**config.mk**
```make
export PLATFORM = sky130hd
export DESIGN_NAME = asfp_top
export DESIGN_NICKNAME = d
export VERILOG_FILES = /design/src/core/asfp_pkg.sv /design/src/core/asfp_top.sv /design/src/core/asfp_fifo.sv
export SDC_FILE = /design/constraint.sdc
export NUM_CORES = 1
export LEC_CHECK = 0
export ABC_CLOCK_PERIOD_IN_PS = 3000
export BUFFER_PORTS_ARGS = -buffer_cell sky130_fd_sc_hd__buf_2
export CAP_MARGIN = 0
export CORE_MARGIN = 1.5
export CORE_UTILIZATION = 61
export CTS_CLUSTER_DIAMETER = 200
export DETAILED_ROUTE_END_ITERATION = 6
export GPL_TIMING_DRIVEN = 0
export PLACE_DENSITY = 0.82
export SLEW_MARGIN = 20
export SYNTH_ARGS = -nofsm -noshare
export SYNTH_HDL_FRONTEND = slang
export SYNTH_SLANG_ARGS = --single-unit
export TNS_END_PERCENT = 20
```
**constraint.sdc**
```tcl
create_clock -name pclk -period 3 [get_ports pclk]
set_input_delay 0.15 -clock pclk [delete_from_list [all_inputs] [get_ports pclk]]
set_output_delay 0.15 -clock pclk [all_outputs]
set_load 0.03 [all_outputs]
```
**src/core/asfp_pkg.sv**
```systemverilog
// package: register map, field layout and reset values of the audio sample fifo pair
package asfp_pkg;
  localparam int unsigned ASFP_DEPTH = 10;
  localparam int unsigned ASFP_DW = 16;
  localparam int unsigned ASFP_LW = 4;

  // byte offsets on apb
  localparam logic [7:0] ASFP_OFF_CTRL = 8'h00;
  localparam logic [7:0] ASFP_OFF_LEVEL_CFG = 8'h04;
  localparam logic [7:0] ASFP_OFF_IRQ_EN = 8'h08;
  localparam logic [7:0] ASFP_OFF_IRQ_STAT = 8'h0C;
  localparam logic [7:0] ASFP_OFF_TX_DATA = 8'h10;
  localparam logic [7:0] ASFP_OFF_RX_DATA = 8'h14;
  localparam logic [7:0] ASFP_OFF_TX_LEVEL = 8'h18;
  localparam logic [7:0] ASFP_OFF_RX_LEVEL = 8'h1C;

  // ctrl fields
  localparam int unsigned ASFP_CTRL_EN_BIT = 0;
  localparam int unsigned ASFP_CTRL_RIGHT_BIT = 1;
  // level_cfg fields
  localparam int unsigned ASFP_CFG_TXTH_LSB = 0;
  localparam int unsigned ASFP_CFG_RXTH_LSB = 8;
  localparam int unsigned ASFP_CFG_SEL_LSB = 16;
  localparam logic [1:0] ASFP_SEL_AUDIO_PORT = 2'h0;
  // interrupt bit positions
  localparam int unsigned ASFP_IRQ_TX_LOW = 0;
  localparam int unsigned ASFP_IRQ_TX_EMPTY = 1;
  localparam int unsigned ASFP_IRQ_RX_HIGH = 2;
  localparam int unsigned ASFP_IRQ_RX_OVF = 3;

  // reset values
  localparam logic [1:0] ASFP_CTRL_RST = 2'h0;
  localparam logic [3:0] ASFP_TXTH_RST = 4'h0;
  localparam logic [3:0] ASFP_RXTH_RST = 4'hA;
  localparam logic [3:0] ASFP_IRQ_EN_RST = 4'h0;
endpackage : asfp_pkg

```
**src/core/asfp_top.sv**
```systemverilog
// module: audio sample fifo pair with apb registers and audio serial port sample exchange
//
// Implementation choices: the register offsets and the APB interface to the registers.
`timescale 1ns/1ps
`default_nettype none
module asfp_top #(
  parameter int unsigned DEPTH = asfp_pkg::ASFP_DEPTH,
  parameter int unsigned DW = asfp_pkg::ASFP_DW
) (
  // clock and reset
  input wire logic pclk,
  input wire logic presetn,
  // apb slave
  input wire logic psel,
  input wire logic penable,
  input wire logic pwrite,
  input wire logic [7:0] paddr,
  input wire logic [31:0] pwdata,
  input wire logic [3:0] pstrb,
  output logic [31:0] prdata,
  output logic pready,
  output logic pslverr,
  // pacing trigger from timer
  input wire logic trig_pulse,
  // audio serial port side
  output logic frame_start,
  output logic [DW-1:0] tx_left,
  output logic [DW-1:0] tx_right,
  input wire logic [DW-1:0] rx_left,
  input wire logic [DW-1:0] rx_right,
  // interrupt
  output logic irq
);
  localparam int unsigned LW = asfp_pkg::ASFP_LW;

  typedef struct packed {
    logic en;
    logic right;
    logic [LW-1:0] tx_th;
    logic [LW-1:0] rx_th;
    logic [1:0] sel;
    logic [3:0] irq_en;
    logic [3:0] irq_stat;
    logic trig_prev;
    logic frame_start;
    logic [DW-1:0] tx_left;
    logic [DW-1:0] tx_right;
    logic [31:0] prdata;
    logic tx_low_prev;
    logic tx_empty_prev;
    logic rx_high_prev;
    logic pop_ok;
  } asfp_top_st_t;

  asfp_top_st_t st_ff;
  asfp_top_st_t nxt_st;

  logic [DW-1:0] tx_head;
  logic [DW-1:0] rx_head;
  logic [LW-1:0] tx_level;
  logic [LW-1:0] rx_level;
  logic tx_full;
  logic tx_empty;
  logic rx_full;
  logic rx_empty;
  logic trig_rise;
  logic wr_acc;
  logic rd_acc;
  logic sw_push;
  logic sw_pop;
  logic aud_pop;
  logic aud_push;
  logic [DW-1:0] rx_sample;
  logic flush;
  logic setup_rd;
  logic hit_stat;
  logic hit_txd;
  logic hit_rxd;
  logic [31:0] word_ctrl;
  logic [31:0] word_cfg;
  logic [31:0] word_ien;
  logic [31:0] word_stat;
  logic [31:0] word_rxd;
  logic [31:0] word_txl;
  logic [31:0] word_rxl;

  function automatic logic asfp_hit(input logic [7:0] a, input logic [7:0] off);
    asfp_hit = (a == off);
  endfunction : asfp_hit

  // a level event fires on entry to its condition only
  function automatic logic asfp_entry(input logic now, input logic was);
    asfp_entry = now && !was;
  endfunction : asfp_entry

  // apb completes every access in its first access cycle
  assign pready = 1'b1;
  assign wr_acc = psel && penable && pwrite;
  assign rd_acc = psel && penable && !pwrite;
  assign pslverr = 1'b0;
  assign prdata = st_ff.prdata;

  assign trig_rise = st_ff.en && trig_pulse && !st_ff.trig_prev;
  assign aud_pop = trig_rise && !tx_empty;
  assign aud_push = trig_rise;
  assign rx_sample = st_ff.right ? rx_right : rx_left;
  assign setup_rd = psel && !penable && !pwrite;
  assign hit_stat = asfp_hit(paddr, asfp_pkg::ASFP_OFF_IRQ_STAT);
  assign hit_txd = asfp_hit(paddr, asfp_pkg::ASFP_OFF_TX_DATA);
  assign hit_rxd = asfp_hit(paddr, asfp_pkg::ASFP_OFF_RX_DATA);
  assign sw_push = st_ff.en && wr_acc && hit_txd;
  // pop only what the setup cycle reported, so a sample landing meanwhile is not lost
  assign sw_pop = st_ff.en && rd_acc && hit_rxd && st_ff.pop_ok;

  // read words, one per register except the tx data register, which reads zero
  assign word_ctrl = {30'h0000_0000, st_ff.right, st_ff.en};
  assign word_cfg = {14'h0000, st_ff.sel, 4'h0, st_ff.rx_th, 4'h0, st_ff.tx_th};
  assign word_ien = {28'h000_0000, st_ff.irq_en};
  assign word_stat = {28'h000_0000, st_ff.irq_stat};
  assign word_rxd = {16'h0000, rx_empty ? 16'h0000 : rx_head};
  assign word_txl = {28'h000_0000, tx_level};
  assign word_rxl = {28'h000_0000, rx_level};
  // disabling drops all held samples so a re-enable starts clean
  assign flush = !st_ff.en;

  assign frame_start = st_ff.frame_start;
  assign tx_left = st_ff.tx_left;
  assign tx_right = st_ff.tx_right;
  assign irq = |(st_ff.irq_stat & st_ff.irq_en);

  asfp_fifo #(.DW(DW), .DEPTH(DEPTH), .LW(LW)) u_tx_fifo (
    .pclk(pclk),
    .presetn(presetn),
    .flush(flush),
    .push(sw_push),
    .push_data(pwdata[DW-1:0]),
    .pop(aud_pop),
    .head_data(tx_head),
    .level(tx_level),
    .full(tx_full),
    .empty(tx_empty)
  );

  asfp_fifo #(.DW(DW), .DEPTH(DEPTH), .LW(LW)) u_rx_fifo (
    .pclk(pclk),
    .presetn(presetn),
    .flush(flush),
    .push(aud_push),
    .push_data(rx_sample),
    .pop(sw_pop),
    .head_data(rx_head),
    .level(rx_level),
    .full(rx_full),
    .empty(rx_empty)
  );

  always_comb
  begin
    logic tx_low;
    logic rx_high;
    logic ovf;
    logic [3:0] set;
    tx_low = 1'b0;
    rx_high = 1'b0;
    ovf = 1'b0;
    set = 4'h0;
    nxt_st = st_ff;
    nxt_st.trig_prev = trig_pulse;
    nxt_st.frame_start = trig_rise;
    if (aud_pop)
    begin
      // sample goes to the chosen slot, the other slot carries zero
      nxt_st.tx_left = st_ff.right ? '0 : tx_head;
      nxt_st.tx_right = st_ff.right ? tx_head : '0;
    end
    else if (trig_rise)
    begin
      // underrun: frame still runs, carrying silence
      nxt_st.tx_left = '0;
      nxt_st.tx_right = '0;
    end

    // level events fire on entry to each condition so a held state does not refire after clear; overflow fires on every dropped rx push
    tx_low = st_ff.en && (tx_level < st_ff.tx_th);
    rx_high = st_ff.en && (rx_level > st_ff.rx_th);
    ovf = aud_push && rx_full && !sw_pop;
    set[asfp_pkg::ASFP_IRQ_TX_LOW] = asfp_entry(tx_low, st_ff.tx_low_prev);
    set[asfp_pkg::ASFP_IRQ_TX_EMPTY] = asfp_entry(st_ff.en && tx_empty, st_ff.tx_empty_prev);
    set[asfp_pkg::ASFP_IRQ_RX_HIGH] = asfp_entry(rx_high, st_ff.rx_high_prev);
    set[asfp_pkg::ASFP_IRQ_RX_OVF] = ovf;
    nxt_st.tx_low_prev = tx_low;
    nxt_st.tx_empty_prev = st_ff.en && tx_empty;
    nxt_st.rx_high_prev = rx_high;

    // read data is captured in the setup cycle, so it stands through the whole access cycle
    if (setup_rd)
    begin
      nxt_st.pop_ok = hit_rxd && !rx_empty;
      unique case (paddr)
        asfp_pkg::ASFP_OFF_CTRL:
          nxt_st.prdata = word_ctrl;
        asfp_pkg::ASFP_OFF_LEVEL_CFG:
          nxt_st.prdata = word_cfg;
        asfp_pkg::ASFP_OFF_IRQ_EN:
          nxt_st.prdata = word_ien;
        asfp_pkg::ASFP_OFF_IRQ_STAT:
          nxt_st.prdata = word_stat;
        asfp_pkg::ASFP_OFF_RX_DATA:
          nxt_st.prdata = word_rxd;
        asfp_pkg::ASFP_OFF_TX_LEVEL:
          nxt_st.prdata = word_txl;
        asfp_pkg::ASFP_OFF_RX_LEVEL:
          nxt_st.prdata = word_rxl;
        default:
          nxt_st.prdata = 32'h0000_0000;
      endcase
    end

    // a status read clears only the bits it reported; a same-cycle event still lands
    if (rd_acc && hit_stat)
    begin
      nxt_st.irq_stat = (st_ff.irq_stat & ~st_ff.prdata[3:0]) | set;
    end
    else
    begin
      nxt_st.irq_stat = st_ff.irq_stat | set;
    end

    if (wr_acc && pstrb[0])
    begin
      if (asfp_hit(paddr, asfp_pkg::ASFP_OFF_CTRL))
      begin
        nxt_st.en = pwdata[asfp_pkg::ASFP_CTRL_EN_BIT];
        nxt_st.right = pwdata[asfp_pkg::ASFP_CTRL_RIGHT_BIT];
      end
      if (asfp_hit(paddr, asfp_pkg::ASFP_OFF_LEVEL_CFG))
      begin
        nxt_st.tx_th = pwdata[asfp_pkg::ASFP_CFG_TXTH_LSB +: LW];
      end
      if (asfp_hit(paddr, asfp_pkg::ASFP_OFF_IRQ_EN))
      begin
        nxt_st.irq_en = pwdata[3:0];
      end
    end
    if (wr_acc && pstrb[1] && asfp_hit(paddr, asfp_pkg::ASFP_OFF_LEVEL_CFG))
    begin
      nxt_st.rx_th = pwdata[asfp_pkg::ASFP_CFG_RXTH_LSB +: LW];
    end
    if (wr_acc && pstrb[2] && asfp_hit(paddr, asfp_pkg::ASFP_OFF_LEVEL_CFG))
    begin
      // only the audio serial port may be attached; other codes are ignored
      if (pwdata[asfp_pkg::ASFP_CFG_SEL_LSB +: 2] == asfp_pkg::ASFP_SEL_AUDIO_PORT)
      begin
        nxt_st.sel = asfp_pkg::ASFP_SEL_AUDIO_PORT;
      end
    end
  end

  always_ff @(posedge pclk or negedge presetn)
  begin
    if (!presetn)
    begin
      st_ff <= '0;
      st_ff.en <= asfp_pkg::ASFP_CTRL_RST[0];
      st_ff.right <= asfp_pkg::ASFP_CTRL_RST[1];
      st_ff.tx_th <= asfp_pkg::ASFP_TXTH_RST;
      st_ff.rx_th <= asfp_pkg::ASFP_RXTH_RST;
      st_ff.sel <= asfp_pkg::ASFP_SEL_AUDIO_PORT;
      st_ff.irq_en <= asfp_pkg::ASFP_IRQ_EN_RST;
    end
    else
    begin
      st_ff <= nxt_st;
    end
  end
endmodule : asfp_top
`default_nettype wire

```
**src/core/asfp_fifo.sv**
```systemverilog
// module: one flip-flop sample fifo with push, pop, flush and fill level
`timescale 1ns/1ps
`default_nettype none
module asfp_fifo #(
  parameter int unsigned DW = asfp_pkg::ASFP_DW,
  parameter int unsigned DEPTH = asfp_pkg::ASFP_DEPTH,
  parameter int unsigned LW = asfp_pkg::ASFP_LW
) (
  // clock and reset
  input wire logic pclk,
  input wire logic presetn,
  // control
  input wire logic flush,
  input wire logic push,
  input wire logic [DW-1:0] push_data,
  input wire logic pop,
  // status
  output logic [DW-1:0] head_data,
  output logic [LW-1:0] level,
  output logic full,
  output logic empty
);
  typedef struct packed {
    logic [DEPTH-1:0][DW-1:0] mem;
    logic [LW-1:0] rd;
    logic [LW-1:0] wr;
    logic [LW-1:0] cnt;
  } asfp_fifo_st_t;

  asfp_fifo_st_t st_ff;
  asfp_fifo_st_t nxt_st;

  function automatic logic [LW-1:0] asfp_inc(input logic [LW-1:0] p);
    asfp_inc = (p == LW'(DEPTH - 1)) ? '0 : p + LW'(1);
  endfunction : asfp_inc

  assign full = (st_ff.cnt == LW'(DEPTH));
  assign empty = (st_ff.cnt == '0);
  assign level = st_ff.cnt;
  assign head_data = st_ff.mem[st_ff.rd];

  // strict first-in first-out: circular write and read pointers
  always_comb
  begin
    logic do_push;
    logic do_pop;
    do_push = 1'b0;
    do_pop = 1'b0;
    nxt_st = st_ff;
    do_pop = pop && !empty;
    do_push = push && (!full || do_pop);
    if (do_push)
    begin
      nxt_st.mem[st_ff.wr] = push_data;
      nxt_st.wr = asfp_inc(st_ff.wr);
    end
    if (do_pop)
    begin
      nxt_st.rd = asfp_inc(st_ff.rd);
    end
    nxt_st.cnt = st_ff.cnt + LW'(do_push) - LW'(do_pop);
    if (flush)
    begin
      nxt_st.rd = '0;
      nxt_st.wr = '0;
      nxt_st.cnt = '0;
    end
  end

  always_ff @(posedge pclk or negedge presetn)
  begin
    if (!presetn)
    begin
      st_ff <= '0;
    end
    else
    begin
      st_ff <= nxt_st;
    end
  end
endmodule : asfp_fifo
`default_nettype wire

```
==> flow_summary.toml <==
[logic_synthesis]
ys_warn_count = 0
synth_flop_cell = "dfrtp_1"
async_flop_share_pct = 100
synthesis.area_sq_mm = 0.0199
synthCells = 1443
avgSynthCellArea_sq_um = 13.8
synth.distinct_cells = 69
ys_seq_elements = 416
synth_edf_count = 0
seq_area_frac_synth_pct = 52.4

[setup_path]
r2r_cells = 8
endpoint = "u_tx_fifo.st_ff[152]"
reg2reg_from = "st_ff[69]"
critPathLaunchType = "flip-flop"
cp-startpoint = "st_ff[69]"
worst_ep_required_time_ns = 3.42
cpPeakStageDelay_ns = 0.58
reg2reg_slack_ns = 0.04
cp_max_fo = 10
crit_slowest_cell = "nor3_1"
criticalPathCategory = "flip-flop to flip-flop"
timing.rr.end = "u_tx_fifo.st_ff[152]"
arrival_ns = 3.39
critPathCaptureType = "flip-flop"
path_cells = "nand3b_1 -> inv_1 -> buf_2 -> nor2_1 -> nor3_1 -> nand3_1 -> clkbuf_1 -> mux2_2"

[global_route]
grt_pass1_vias = 13700
grt_max_degree = 108
antenna_found_initial = 1
grt_pass1_wl_mm = 74.9
grt_use_total_pct = 29.0
grt_overflow_total = 0

[placement]
place_area_sq_mm = 0.0211
port_buffers = 103
globalplace.congestion = 0.915
dpl_worst_slack_ns = -0.582
dp_hpwl_mm = 31.5

[power_and_ir_drop]
power_density_mw_per_mm2 = 722
power.leakage_nw = 11.0
ir_drop_mv = 0.572
p_total_w = 0.0165

[timing]
period_needed_ns = 2.96
final-hold-violation-count = 0
fmax_mhz = 338
fin_crit_sh_pct = 98.7
finalWorstSetupSlack_ns = 0.0376
worst_slew_pin_slew_ns = 1.13
maxSlewViolCount = 0
slew_headroom_pct = 24.4
fin_skew_ns = 0.0261
finalSetupViolCount = 0
rsz0062_at_grt = "yes"

[clock_tree]
cts-root-buf = "clkbuf_16"
cts_max_path_buffers = 3
cts.sinks = 416
clkLatencyLatePin_ns = 0.56
htreeDepth = 2
clkTransAtPathRegs_ns = 0.06
cts_made_buffers = 44
cts_tree = "done"

[outcome]
run_status = "completed"

[floorplan]
die_h_um = 184
die_width_um = 184
io_pins = 150
core_sq_mm = 0.0318
row_count = 65
die-area_sq_mm = 0.0337
initial_core_util_pct = 62.5

[drt]
viasPerCell = 6.18
wire_per_inst_um = 22.6
drtPass1Iterations = 5
drtIter0Drc = 914
route.detailed.drc = 0
num_vias = 12900
wl_mm = 47.3
postRouteAntennaNets = 0

[layout]
finalNetCount = 1727
final_cell_mix = "414 x dfrtp_1, 347 x mux2_2, 117 x buf_2"
stdcell_area_sq_mm = 0.0228
drive_gt1_share_pct = 43.5
final_common_cell = "dfrtp_1"
area_growth_pct = 14.9

[run]
drv_cap = 0

[min_path]
hp-class = "input pin to flip-flop"
## cells in the mapped netlist (3+ instances only)
library cell	instances	share of area [%]
a21oi_1	19	0.48
a221o_1	8	0.40
a221oi_1	6	0.26
a22o_1	20	0.88
a31oi_1	4	0.13
a32o_1	17	0.86
and2_1	7	0.22
and3_1	7	0.22
buf_1	22	0.42
buf_2	14	0.35
buf_4	67	2.5
clkbuf_1	55	1.0
dfrtp_1	414	52
ha_1	23	1.4
inv_1	31	0.59
mux2_1	10	0.57
mux2_2	347	20
mux2i_1	60	3.0
mux4_2	64	7.2
nand2_1	44	0.83
nand2b_1	3	0.094
nand3_1	12	0.30
nand3b_1	4	0.15
nor2_1	51	0.96
nor2_2	5	0.16
nor2b_1	8	0.25
nor3_1	8	0.20
nor3b_1	4	0.15
nor4_1	6	0.19
nor4b_4	3	0.36
o21ai_0	21	0.53
o22ai_1	23	0.72
o41ai_1	3	0.13
or3_1	5	0.16
xnor2_1	3	0.13
## power by group
| group | internal [W] | leakage, nW | switching, W |
|---|---|---|---|
| Clock | 0.00339 | 0.761 | 0.00231 |
| Sequential | 0.00663 | 5.54 | 0.000607 |
| Combinational | 0.00181 | 4.74 | 0.00174 |
| Total | 0.0118 | 11.0 | 0.00465 |
## metal layers
layer / vias to the layer above / GRT usage, % / wire length (um)
li1: 5581 / - / -
met1: 6741 / 38.7 / 19600
met2: 487 / 47.6 / 23000
met3: 114 / 5.39 / 3040
met4: 0 / 10.8 / 1580
met5: - / 0 / 0
## layout make-up
class                   count  area [sq um]
flip-flops and latches    416         10400
fillers                  2052          8950
multi-input cells         849          8570
clock buffers              55          1200
plain buffers             157           916
repair buffers            118           743
well taps                 435           544
clock inverters            27           328
inverters                  34           129
diodes                      1          2.50
## state kept, by name (all words and copies together) (netlist names)
register,flops
u_rx_fifo.level,4
tx_right,16
prdata,16
st_ff,23
frame_start,1
u_rx_fifo.st_ff,168
tx_left,16
u_tx_fifo.st_ff,168
u_tx_fifo.level,4
## critical path: cells and delay by family, from the launching register on
kind,cells,cell delay (ns)
flip-flops,1,0.36
AND/OR/NAND/NOR,4,1.34
multiplexers,1,0.36
buffers and inverters,3,0.78
## repair_timing
item / CTS / global route
endpoints found under the setup margin: 172 / 106
hold endpoints to repair: 227 / 0
buffers inserted: 1 / 0
hold buffers: 10 / 0
pin swaps: 0 / 0
gates resized for setup: 22 / 11
## how the worst min path moves through the flow
stage,cells past startpoint,endpoint,slack (ns),from
4_1_cts,4,st_ff[89],0.04,pstrb[0]
5_1_grt,4,st_ff[89],0.07,pstrb[0]
2_1_floorplan,0,frame_start,-0.15,presetn
3_3_place_gp,1,st_ff[69],0.28,trig_pulse
3_5_place_dp,1,u_rx_fifo.st_ff[76],0.07,presetn
6_report,4,st_ff[89],0.04,pstrb[0]
## cells by family after synthesis
kind of cell,Yosys count,synth area share (%)
multiplexers,481,30.5
flip-flops,416,52.4
buffers and inverters,194,5.06
AND/OR/NAND/NOR,181,5.01
AO/OA/AOI/OAI,139,5.17
adder cells (fa/ha/maj),25,1.65
XOR/XNOR,5,0.220
other,2,0.0378
## per-stage QoR
step	instances	util (%)	hold slack (ns)	TNS [ns]
final	2092	71.8	0.0365	0
after global routing	2091	71.8	0.0712	-0.591
after CTS	2092	71.7	0.0362	0
after detailed placement	2001	66.4	0.0666	-21.63
after global placement	1997	66.0	0.276	-2546.20
after floorplan	1459	-	-0.146	0
(Power assumes the default switching activity.)
